<file path="src/core/sra_pkg.sv">
// Constants, field layouts and mode types of the receive alignment block.
// Assumes a single 100 MHz core clock domain for all users.
package sra_pkg;

	// ****************************************
	// Word framing
	// ****************************************
	localparam int         SRA_W        = 10;
	localparam int         SRA_HW       = 5;
	localparam logic [3:0] SRA_LAST_BIT = 4'h9;
	localparam logic [3:0] SRA_MID_BIT  = 4'h4;
	localparam logic [3:0] SRA_ONE      = 4'h1;
	localparam logic [3:0] SRA_ZERO4    = 4'h0;
	// Comma prefix 0011111, earliest bit in bit 0
	localparam logic [6:0] SRA_COMMA    = 7'h7c;
	// Checker polynomial x^7 + x^6 + 1 over the newest bit
	localparam int         SRA_TAP_A    = 2;
	localparam int         SRA_TAP_B    = 3;

	// ****************************************
	// Signal detect thresholds in mV
	// ****************************************
	localparam logic [9:0] SRA_SIG_ON   = 10'h096;
	localparam logic [9:0] SRA_SIG_OFF  = 10'h032;

	// ****************************************
	// Register map and event bits
	// ****************************************
	localparam logic [3:0] SRA_A_STAT   = 4'h0;
	localparam logic [3:0] SRA_A_CLR    = 4'h4;
	localparam logic [3:0] SRA_A_EN     = 4'h8;
	localparam logic [3:0] SRA_A_CFG    = 4'hc;
	localparam int         SRA_EV_N     = 4;
	localparam int         SRA_CFG_N    = 5;
	localparam logic [3:0] SRA_EN_RST   = 4'h0;
	localparam int         SRA_EV_COMMA = 0;
	localparam int         SRA_EV_PERR  = 1;
	localparam int         SRA_EV_LOSS  = 2;
	localparam int         SRA_EV_REAL  = 3;

	typedef enum logic [2:0] {
		SRA_HALF = 3'h1,
		SRA_FULL = 3'h2,
		SRA_DDR  = 3'h4
	} sra_mode_e;

endpackage

</file>
<file path="src/core/sra_deser.sv">
// Serial-to-parallel window and comma detector.
// Assumes bit_stb is a one-cycle pulse per received bit, same clock.
module sra_deser
	import sra_pkg::*;
(
	input  wire logic                  clk,
	input  wire logic                  rst_n,
	input  wire logic                  bit_stb,
	input  wire logic                  bit_in,
	output logic      [SRA_W-1:0]      win,
	output logic                       win_stb,
	output logic                       comma
);

	// ****************************************
	// Window shift and detect
	// ****************************************
	logic [SRA_W-1:0] win_q, win_d;
	logic             stb_q, comma_q, comma_d;

	always_comb begin
		win_d   = win_q;
		if (bit_stb) begin
			// Newest bit enters at the top, so bit 0 is the earliest
			win_d = {bit_in, win_q[SRA_W-1:1]};
		end
		comma_d = bit_stb && (win_d[$bits(SRA_COMMA)-1:0] == SRA_COMMA);
	end

	always_ff @(posedge clk or negedge rst_n) begin
		if (!rst_n) begin
			win_q   <= '0;
			stb_q   <= 1'b0;
			comma_q <= 1'b0;
		end else begin
			win_q   <= win_d;
			stb_q   <= bit_stb;
			comma_q <= comma_d;
		end
	end

	assign win     = win_q;
	assign win_stb = stb_q;
	assign comma   = comma_q;

endmodule // sra_deser

</file>
<file path="src/core/sra_top.sv">
// Receive parallel output, byte clocks, comma alignment and status.
// Assumes mode pins are static pins with board pull-downs; the serial
// bit clock runs far below clk and is found by edge detection.
//
// Summary of operation
// Width select low: ten-bit words on rx_data, bit 0 received first.
// Width select high: upper five rx_data bits held low.
// DDR mode: only clock A toggles at word rate, data on both edges.
// Half-rate: clock B rises for words 0 and 2, clock A for 1 and 3.
// Realignment only stretches byte clock periods, never shortens a phase.
// Full-rate: only clock A runs at word rate, word on rising edge.
// Half-rate only for width low and rate low; else clock B low.
// With align enabled, find the comma and realign to it if needed.
// With align disabled, no framing; words follow an arbitrary boundary.
// Comma pulses on the status pin only while align is enabled.
// With checker enabled, the status pin shows the pass result high.
// Signal present above 150 mV, absent below 50 mV, held between.
// Width select low picks ten bits; undriven defaults low.
// Loopback routes transmit data to receiver and floats transmit outputs.
// Controller keeps loopback low in normal operation.
// DDR: bits 0 to 4 with rising edge, 5 to 9 with falling.
// Checker errors drive the status pin low.
// Half-rate clocks run at half word rate, offset by one word.
module sra_top
	import sra_pkg::*;
(
	input  wire logic                  clk,
	input  wire logic                  rst_n,
	input  wire logic                  ser_clk,
	input  wire logic                  serial_in_pos,
	input  wire logic                  serial_in_neg,
	input  wire logic                  tx_serial_bit,
	input  wire logic [9:0]            rx_amp_mv,
	input  wire logic                  iface_width_sel,
	input  wire logic                  rx_clk_rate_sel,
	input  wire logic                  comma_align_en,
	input  wire logic                  prbs_test_en,
	input  wire logic                  internal_loop_en,
	input  wire logic [3:0]            reg_addr,
	input  wire logic [31:0]           reg_wdata,
	input  wire logic                  reg_wr,
	input  wire logic                  reg_rd,
	output logic      [31:0]           reg_rdata,
	output logic                       irq,
	output logic      [SRA_W-1:0]      rx_data,
	output logic                       rx_byte_clk_a,
	output logic                       rx_byte_clk_b,
	output logic                       comma_found_or_test_ok,
	output logic                       signal_present,
	output logic                       serial_out_pos,
	output logic                       serial_out_neg,
	output logic                       serial_out_oe_n
);

	// ****************************************
	// Mode decode
	// ****************************************
	function automatic sra_mode_e mode_of(input logic wsel, input logic rsel);
		if (wsel) begin
			return SRA_DDR;
		end else if (rsel) begin
			return SRA_FULL;
		end
		return SRA_HALF;
	endfunction

	// ****************************************
	// Pin synchronisers
	// ****************************************
	logic [7:0] sy1_q, sy2_q, raw;
	logic       loop_s, pos_s, neg_s;

	assign loop_s = sy2_q[0];
	assign raw    = {ser_clk, serial_in_pos, serial_in_neg, iface_width_sel, rx_clk_rate_sel,
		comma_align_en, prbs_test_en, internal_loop_en};

	always_ff @(posedge clk or negedge rst_n) begin
		if (!rst_n) begin
			sy1_q <= '0;
			sy2_q <= '0;
		end else begin
			sy1_q <= raw;
			sy2_q <= sy1_q;
		end
	end

	logic sclk_s, sbit_s, wsel_s, rsel_s, align_s, prbs_s;
	assign {sclk_s, pos_s, neg_s, wsel_s, rsel_s, align_s, prbs_s} = sy2_q[7:1];
	// Transmit bit is already on clk, so loopback picks it after the pin flops
	assign sbit_s = loop_s ? tx_serial_bit : (pos_s & ~neg_s);

	// ****************************************
	// Bit strobe and window
	// ****************************************
	logic             sclk_q, bit_stb;
	logic [SRA_W-1:0] win;
	logic             win_stb, comma;

	assign bit_stb = sclk_s & ~sclk_q;

	always_ff @(posedge clk or negedge rst_n) begin
		if (!rst_n) begin
			sclk_q <= 1'b0;
		end else begin
			sclk_q <= sclk_s;
		end
	end

	sra_deser sra_deser_inst (
		.clk     (clk),
		.rst_n   (rst_n),
		.bit_stb (bit_stb),
		.bit_in  (sbit_s),
		.win     (win),
		.win_stb (win_stb),
		.comma   (comma)
	);

	// ****************************************
	// Framing, byte clocks and data
	// ****************************************
	sra_mode_e        mode_q, mode_d;
	logic [3:0]       cnt_q, cnt_d, nxt;
	logic [SRA_W-1:0] word_q, word_d, data_q, data_d;
	logic             par_q, par_d, ca_q, ca_d, cb_q, cb_d;
	logic             realign, word_ev, comma_hit;

	always_comb begin
		mode_d    = mode_of(wsel_s, rsel_s);
		nxt       = (cnt_q == SRA_LAST_BIT) ? SRA_ZERO4 : cnt_q + SRA_ONE;
		comma_hit = win_stb && align_s && comma;
		// Disabled alignment leaves the free-running count alone
		realign   = comma_hit && (nxt != SRA_LAST_BIT);
		// A misaligned word is dropped, so the period only grows
		word_ev   = win_stb && (nxt == SRA_LAST_BIT);
		cnt_d     = cnt_q;
		if (win_stb) begin
			cnt_d = realign ? SRA_LAST_BIT : nxt;
		end
		word_d = word_q;
		data_d = data_q;
		par_d  = par_q;
		ca_d   = ca_q;
		cb_d   = 1'b0;
		case (mode_q)
			SRA_HALF: begin
				if (word_ev) begin
					data_d = win;
					ca_d   = par_q;
					par_d  = ~par_q;
				end
				cb_d = ~ca_d;
			end
			SRA_FULL: begin
				par_d = 1'b0;
				if (word_ev) begin
					data_d = win;
					ca_d   = 1'b1;
				end else if (win_stb && cnt_d == SRA_MID_BIT) begin
					ca_d = 1'b0;
				end
			end
			SRA_DDR: begin
				par_d = 1'b0;
				if (word_ev) begin
					word_d = win;
					data_d = {{SRA_HW{1'b0}}, win[SRA_HW-1:0]};
					ca_d   = 1'b1;
				end else if (win_stb && cnt_d == SRA_MID_BIT) begin
					data_d = {{SRA_HW{1'b0}}, word_q[SRA_W-1:SRA_HW]};
					ca_d   = 1'b0;
				end else begin
					data_d = {{SRA_HW{1'b0}}, data_q[SRA_HW-1:0]};
				end
			end
			default: begin
				ca_d = 1'b0;
			end
		endcase
	end

	always_ff @(posedge clk or negedge rst_n) begin
		if (!rst_n) begin
			mode_q <= SRA_HALF;
			cnt_q  <= SRA_ZERO4;
			word_q <= '0;
			data_q <= '0;
			par_q  <= 1'b0;
			ca_q   <= 1'b0;
			cb_q   <= 1'b0;
		end else begin
			mode_q <= mode_d;
			cnt_q  <= cnt_d;
			word_q <= word_d;
			data_q <= data_d;
			par_q  <= par_d;
			ca_q   <= ca_d;
			cb_q   <= cb_d;
		end
	end

	// ****************************************
	// Sequence checker, status pin, detect
	// ****************************************
	logic       werr_q, werr_d, pass_q, pass_d, cf_q, cf_d;
	logic       sig_q, sig_d, bit_err, tx_q, oe_n_q, txn_q, txn_d;

	always_comb begin
		bit_err = win_stb && prbs_s &&
			(win[SRA_W-1] != (win[SRA_TAP_A] ^ win[SRA_TAP_B]));
		werr_d  = word_ev ? 1'b0 : (werr_q | bit_err);
		pass_d  = pass_q;
		if (bit_err) begin
			pass_d = 1'b0;
		end else if (word_ev && !werr_q) begin
			pass_d = 1'b1;
		end
		cf_d  = prbs_s ? pass_d : comma_hit;
		txn_d = ~tx_serial_bit;
		sig_d = sig_q;
		if (rx_amp_mv > SRA_SIG_ON) begin
			sig_d = 1'b1;
		end else if (rx_amp_mv < SRA_SIG_OFF) begin
			sig_d = 1'b0;
		end
	end

	always_ff @(posedge clk or negedge rst_n) begin
		if (!rst_n) begin
			werr_q <= 1'b0;
			pass_q <= 1'b0;
			cf_q   <= 1'b0;
			sig_q  <= 1'b0;
			tx_q   <= 1'b0;
			txn_q  <= 1'b1;
			oe_n_q <= 1'b1;
		end else begin
			werr_q <= werr_d;
			pass_q <= pass_d;
			cf_q   <= cf_d;
			sig_q  <= sig_d;
			tx_q   <= tx_serial_bit;
			txn_q  <= txn_d;
			oe_n_q <= loop_s;
		end
	end

	// ****************************************
	// Event registers and register port
	// ****************************************
	logic [SRA_EV_N-1:0] ev, stat_q, stat_d, en_q, en_d, clr;
	logic [31:0]         rd_q, rd_d;
	logic                irq_q, irq_d;

	always_comb begin
		ev               = '0;
		ev[SRA_EV_COMMA] = comma_hit;
		ev[SRA_EV_PERR]  = bit_err;
		ev[SRA_EV_LOSS]  = sig_q & ~sig_d;
		ev[SRA_EV_REAL]  = realign;
		clr    = (reg_wr && reg_addr == SRA_A_CLR) ? reg_wdata[SRA_EV_N-1:0] : '0;
		// A new event beats a clear in the same cycle
		stat_d = (stat_q & ~clr) | ev;
		en_d   = (reg_wr && reg_addr == SRA_A_EN) ? reg_wdata[SRA_EV_N-1:0] : en_q;
		irq_d  = |(stat_q & en_q);
		rd_d   = '0;
		if (reg_rd) begin
			case (reg_addr)
				SRA_A_STAT: rd_d[SRA_EV_N-1:0]  = stat_q;
				SRA_A_EN:   rd_d[SRA_EV_N-1:0]  = en_q;
				SRA_A_CFG:  rd_d[SRA_CFG_N-1:0] = {loop_s, prbs_s, align_s, rsel_s, wsel_s};
				default:    rd_d = '0;
			endcase
		end
	end

	always_ff @(posedge clk or negedge rst_n) begin
		if (!rst_n) begin
			stat_q <= '0;
			en_q   <= SRA_EN_RST;
			rd_q   <= '0;
			irq_q  <= 1'b0;
		end else begin
			stat_q <= stat_d;
			en_q   <= en_d;
			rd_q   <= rd_d;
			irq_q  <= irq_d;
		end
	end

	assign reg_rdata              = rd_q;
	assign irq                    = irq_q;
	assign rx_data                = data_q;
	assign rx_byte_clk_a          = ca_q;
	assign rx_byte_clk_b          = cb_q;
	assign comma_found_or_test_ok = cf_q;
	assign signal_present         = sig_q;
	assign serial_out_pos         = tx_q;
	assign serial_out_neg         = txn_q;
	assign serial_out_oe_n        = oe_n_q;

	// ****************************************
	// Checks
	// ****************************************
	// Bit strobes since clock B last moved, and a first-toggle guard
	logic [5:0] ph_q;
	logic       hseen_q;
	always_ff @(posedge clk or negedge rst_n) begin
		if (!rst_n) begin
			ph_q    <= '0;
			hseen_q <= 1'b0;
		end else begin
			ph_q    <= (cb_d != cb_q) ? 6'h00 : (win_stb ? ph_q + 6'h01 : ph_q);
			hseen_q <= (mode_q == SRA_HALF) && (hseen_q || cb_d != cb_q);
		end
	end

	upper_low_a: assert property (@(posedge clk) disable iff (!rst_n)
		($past(mode_q) == SRA_DDR) |-> (rx_data[9:5] == 5'h00))
		else $error("upper data bits not low in DDR mode");
	clkb_idle_a: assert property (@(posedge clk) disable iff (!rst_n)
		($past(mode_q) != SRA_HALF) |-> !rx_byte_clk_b)
		else $error("clock B active outside half-rate mode");
	half_alt_a: assert property (@(posedge clk) disable iff (!rst_n)
		($past(rst_n) && $past(mode_q) == SRA_HALF) |-> (rx_byte_clk_a != rx_byte_clk_b))
		else $error("half-rate clocks not in opposition");
	no_sliver_a: assert property (@(posedge clk) disable iff (!rst_n)
		(hseen_q && (mode_q == SRA_HALF) && (cb_d != cb_q)) |-> (ph_q >= 6'h09))
		else $error("half-rate clock phase shortened");
	word_out_a: assert property (@(posedge clk) disable iff (!rst_n)
		(mode_q == SRA_FULL && $past(mode_q) == SRA_FULL && word_ev)
		|=> (rx_data == $past(win)) && rx_byte_clk_a)
		else $error("full-rate word not presented with rising clock");
	comma_gate_a: assert property (@(posedge clk) disable iff (!rst_n)
		(comma_found_or_test_ok && !$past(prbs_s)) |-> $past(align_s))
		else $error("comma pulse while alignment disabled");
	prbs_fail_a: assert property (@(posedge clk) disable iff (!rst_n)
		(prbs_s && bit_err) |=> !comma_found_or_test_ok ##1 !pass_q)
		else $error("checker error not shown low");
	sig_on_a: assert property (@(posedge clk) disable iff (!rst_n)
		(rx_amp_mv > SRA_SIG_ON) |=> signal_present)
		else $error("signal present not set above upper threshold");
	sig_off_a: assert property (@(posedge clk) disable iff (!rst_n)
		(rx_amp_mv < SRA_SIG_OFF) |=> !signal_present)
		else $error("signal present not cleared below lower threshold");
	loop_hiz_a: assert property (@(posedge clk) disable iff (!rst_n)
		loop_s |=> serial_out_oe_n)
		else $error("transmit outputs driven during loopback");
	sticky_set_a: assert property (@(posedge clk) disable iff (!rst_n)
		comma_hit |=> stat_q[SRA_EV_COMMA] [*2])
		else $error("comma event not held in status");

endmodule // sra_top

</file>
<file path="config.mk">
export PLATFORM = sky130hd
export DESIGN_NAME = sra_top
export DESIGN_NICKNAME = d
export VERILOG_FILES = /design/src/core/sra_pkg.sv /design/src/core/sra_deser.sv /design/src/core/sra_top.sv
export SDC_FILE = /design/constraint.sdc
export NUM_CORES = 1
export LEC_CHECK = 0
export ABC_AREA = 1
export BUFFER_PORTS_ARGS = -buffer_cell sky130_fd_sc_hd__buf_2
export CAP_MARGIN = 0
export CORE_ASPECT_RATIO = 1.5
export CORE_MARGIN = 4
export CORE_UTILIZATION = 54
export CTS_BUF_LIST = sky130_fd_sc_hd__clkbuf_8 sky130_fd_sc_hd__clkbuf_16
export DETAILED_ROUTE_END_ITERATION = 8
export PLACE_DENSITY = 0.91
export SETUP_SLACK_MARGIN = 0.2
export SYNTH_ARGS = -nofsm -noshare
export SYNTH_HDL_FRONTEND = slang
export SYNTH_HIERARCHICAL = 1
export SYNTH_SLANG_ARGS = --single-unit
</file>
<file path="constraint.sdc">
create_clock -name clk -period 2.5 [get_ports clk]
set_clock_uncertainty 0.15 [all_clocks]
set_input_delay 0.5 -clock clk [delete_from_list [all_inputs] [get_ports clk]]
set_output_delay 0.5 -clock clk [all_outputs]
set_load 0.02 [all_outputs]
</file>
==> flow_summary_export.csv <==
group,metric,value,unit
outcome,status,"finished, final reports clean",
clock_network,clock_sinks,75,
final_layout,final_util,0.6432,
timing,tns,0,ps
die,die-area,0.007409,mm²
pwr,cellInternalPower,0.002248,W
timing,layout_setup_ws,762.8,ps
global_route,antenna_found_initial,0,
global_route,grt.total_usage,0.1791,
logic_synthesis,yosys-top-cells-count,"91 x nand2_1, 72 x dfrtp_1, 51 x inv_1, 28 x o21ai_0, 27 x buf_4",
final_layout,multi_input_area,0.001072,mm²
logic_synthesis,synth.area.mux_share,0,
logic_synthesis,synthesis.instances,360,
final_layout,layout.nets,482,
worst_setup_path,crit_required,2580,ps
final_layout,syn_to_final_growth,15.15,%
clock_network,cts_buffers,9,
die,start_util,0.5586,
worst_setup_path,cpPeakStageDelay,530,ps
worst_setup_path,cpMaxStageDelayCell,"dfstp_2",
final_layout,regArea,0.001881,mm²
global_route,grt_util_met3,0.04836,
worst_setup_path,cp_max_fo,8,
clock_network,clockRootBuffer,"clkbuf_8",
timing,rsz0062_at_grt,"no",
worst_setup_path,worstPathCellList,"inv_1 > nand3_2 > clkinv_1 > nor2_1 > o22ai_1 > a21o_1",
clock_network,clockBufferDepth,2,
worst_setup_path,arrival,1820,ps
logic_synthesis,synth_compound_area_frac,0.08165,
die,core,0.005871,mm²
clock_network,cts_setup_buffers,0,
logic_synthesis,synth_seq_area_share,0.5734,
pwr,power_frac_comb,0.190,
logic_synthesis,synthesis.area,0.003279,mm²
die,die_height,103.4,µm
clock_network,cts_resized,0,
routing,dr.pass1.iters,5,
placement,hpwl,4471,µm
logic_synthesis,synth_xor_area_frac,0.002671,
flow_run,max_cap_violations,0,
timing,worst_pin_slew,511.3,ps
die,num_io_pins,109,
pwr,max-vdd-ir-drop,0.4387,mV
routing,drc_errors,0,
routing,vias,2462,
logic_synthesis,yosysTopAreaCellShare,0.5494,
routing,ant_nets,0,
logic_synthesis,yosys.area_share.simple,0.2118,
pwr,p_seq_frac,0.473,
timing,fin_crit,1737,ps
logic_synthesis,ys_ff_latch,75,
clock_network,cts_hold_buf,0,
clock_network,htree_levels,3,
timing,fin_crit_sh,0.6949,
final_layout,diodes,0,
logic_synthesis,synth_top_family_by_area,"simple AND/OR/NAND/NOR gates",
logic_synthesis,synth_warnings,6,
global_route,grt_most_used_layer,"met2",
worst_setup_path,cp-start-kind,"flip-flop",
routing,wl_per_cell,12.31,µm
logic_synthesis,synth.most_common_cell,"nand2_1",
placement,place_ws,661.9,ps
die,die_w,71.63,µm
clock_network,clock_latency,340,ps
routing,wl,6156,µm
logic_synthesis,synth_area_leaders,"dfrtp_1 55%, nand2_1 10%, buf_4 6.2%",
global_route,use_met1,0.2040,
clock_network,clk_pin_slew,70,ps
placement,port_buffers,53,
pwr,clockPowerShare,0.337,
logic_synthesis,synth_ff_type,"dfrtp_1",
worst_setup_path,worst-setup-path-type,"flip-flop to flip-flop",
die,rows,34,
global_route,use_met2,0.3144,
global_route,grt_pass1_vias,2384,
timing,setup_viol,0,
pwr,cellPowerDensity,842.9,mW/mm²
routing,vias_per_cell,4.924,
timing,maxSlewHeadroom,0.6565,
logic_synthesis,synth_fa_ha_area_frac,0,
logic_synthesis,yosys.area.top_type,"dfrtp_1",
logic_synthesis,synth-edff-count,0,
logic_synthesis,async_reset_ff_frac,1.000,
min_path,hp-class,"input pin to asynchronous set/reset pin",
pwr,leakagePower,2.105,nW
timing,maxSlewViolCount,0,
global_route,grt_max_degree,76,
logic_synthesis,syn_area_per_cell,9.109,µm²
global_route,grt_pass1_wl,10290,µm
timing,max_freq,575.6,MHz
final_layout,layout-drive-gt1-share,0.2173,
placement,gp_congestion,0.9074,
logic_synthesis,yosys.cell_types.count,34,
timing,hold_viol_final,0,
routing,drt_iter0_drc,160,
final_layout,fillers,462,
pwr,swShare,0.2937,
global_route,grt_overflow,0,
worst_setup_path,critPathCaptureType,"flip-flop",
clock_network,cts_tree,"yes",
pwr,p_sw,0.0009346,W
## area by class of cell
cell class | count | share of cell area
clock buffer | 9 | 0.03280
clock inverter | 7 | 0.02916
inverter | 55 | 0.05467
multi-input combinational | 227 | 0.2840
sequential | 75 | 0.4980
tap | 72 | 0.02386
timing repair buffer | 55 | 0.07753
## routing by layer
layer | vias to the layer above | wire, µm
li1 | 1203 | -
met3 | 10 | 373
met2 | 86 | 3406
met1 | 1163 | 2255
met5 | - | 0
met4 | 0 | 121
## worst max-delay path: cells and delay by family, from the launching register on
family | cells | cell delay (ps)
AO/OA/AOI/OAI | 2 | 280
AND/OR/NAND/NOR | 2 | 380
flip-flops | 1 | 530
buffers and inverters | 2 | 280
## power by group through the flow
stage	clock network [W]	logic, W	registers (W)
floorplan	0	0.000398	0.00157
global placement	0	0.000574	0.00152
detailed placement	0	0.000600	0.00152
CTS	0.00108	0.000608	0.00150
global route	0.00114	0.000688	0.00153
finish	0.00107	0.000604	0.00151
## logic make-up after synthesis
| family | after synthesis |
|---|---|
| compound gates | 46 |
| other cells | 1 |
| simple gates | 153 |
| xor+xnor | 1 |
| buf+inv | 84 |
| flops | 75 |
## cell usage in the layout, fill, tap and decap left out, drive strengths merged
master / instances
dfstp: 3
a21o: 1
nor3: 2
a21boi: 1
o31ai: 1
nand3: 30
conb: 27
o22ai: 1
o311ai: 1
o211ai: 1
inv: 57
or2: 1
clkinv: 2
clkbuf: 9
and3: 1
buf: 55
a21oi: 6
bufinv: 3
nand4: 3
nand2: 96
a31o: 1
o21ai: 33
xnor2: 1
nor2: 20
dfrtp: 72
## stage by stage
| step | instances | total power, W | instance area (µm²) | hold slack (ps) |
|---|---|---|---|---|
| 2_1_floorplan | 386 | 0.001963 | 3377 | 54.41 |
| 3_3_place_gp | 484 | 0.002092 | 3542 | 181.2 |
| 3_5_place_dp | 484 | 0.002124 | 3542 | 184.7 |
| 4_1_cts | 500 | 0.003194 | 3776 | 42.48 |
| 5_1_grt | 500 | 0.003353 | 3776 | 56.13 |
| 6_report | 500 | 0.003183 | 3776 | 22.35 |
## path summary, 6_finish.rpt
kind | from | endpoint | slack [ps] | cells past startpoint
max | mode_q[0] | rx_byte_clk_a | 760 | 6
min | rst_n | sy2_q[0] | 20 | 2
max reg2reg | mode_q[0] | rx_byte_clk_a | 760 | 6
min reg2reg | sy1_q[7] | sy2_q[7] | 200 | 0
max in group asynchronous | rst_n | mode_q[0] | 1830 | 2
min in group clk | rx_clk_rate_sel | sy1_q[3] | 110 | 1
## registers in the layout, summed over array words and instances, names as in the netlist, 3 cells and up
name and cells:
sy2_q 8, reg_rdata 5, en_q 4, rx_data 10, mode_q 3, word_q 5
sy1_q 8, sra_deser_inst/win 10, stat_q 4, cnt_q 4
(Power assumes the default switching activity.)
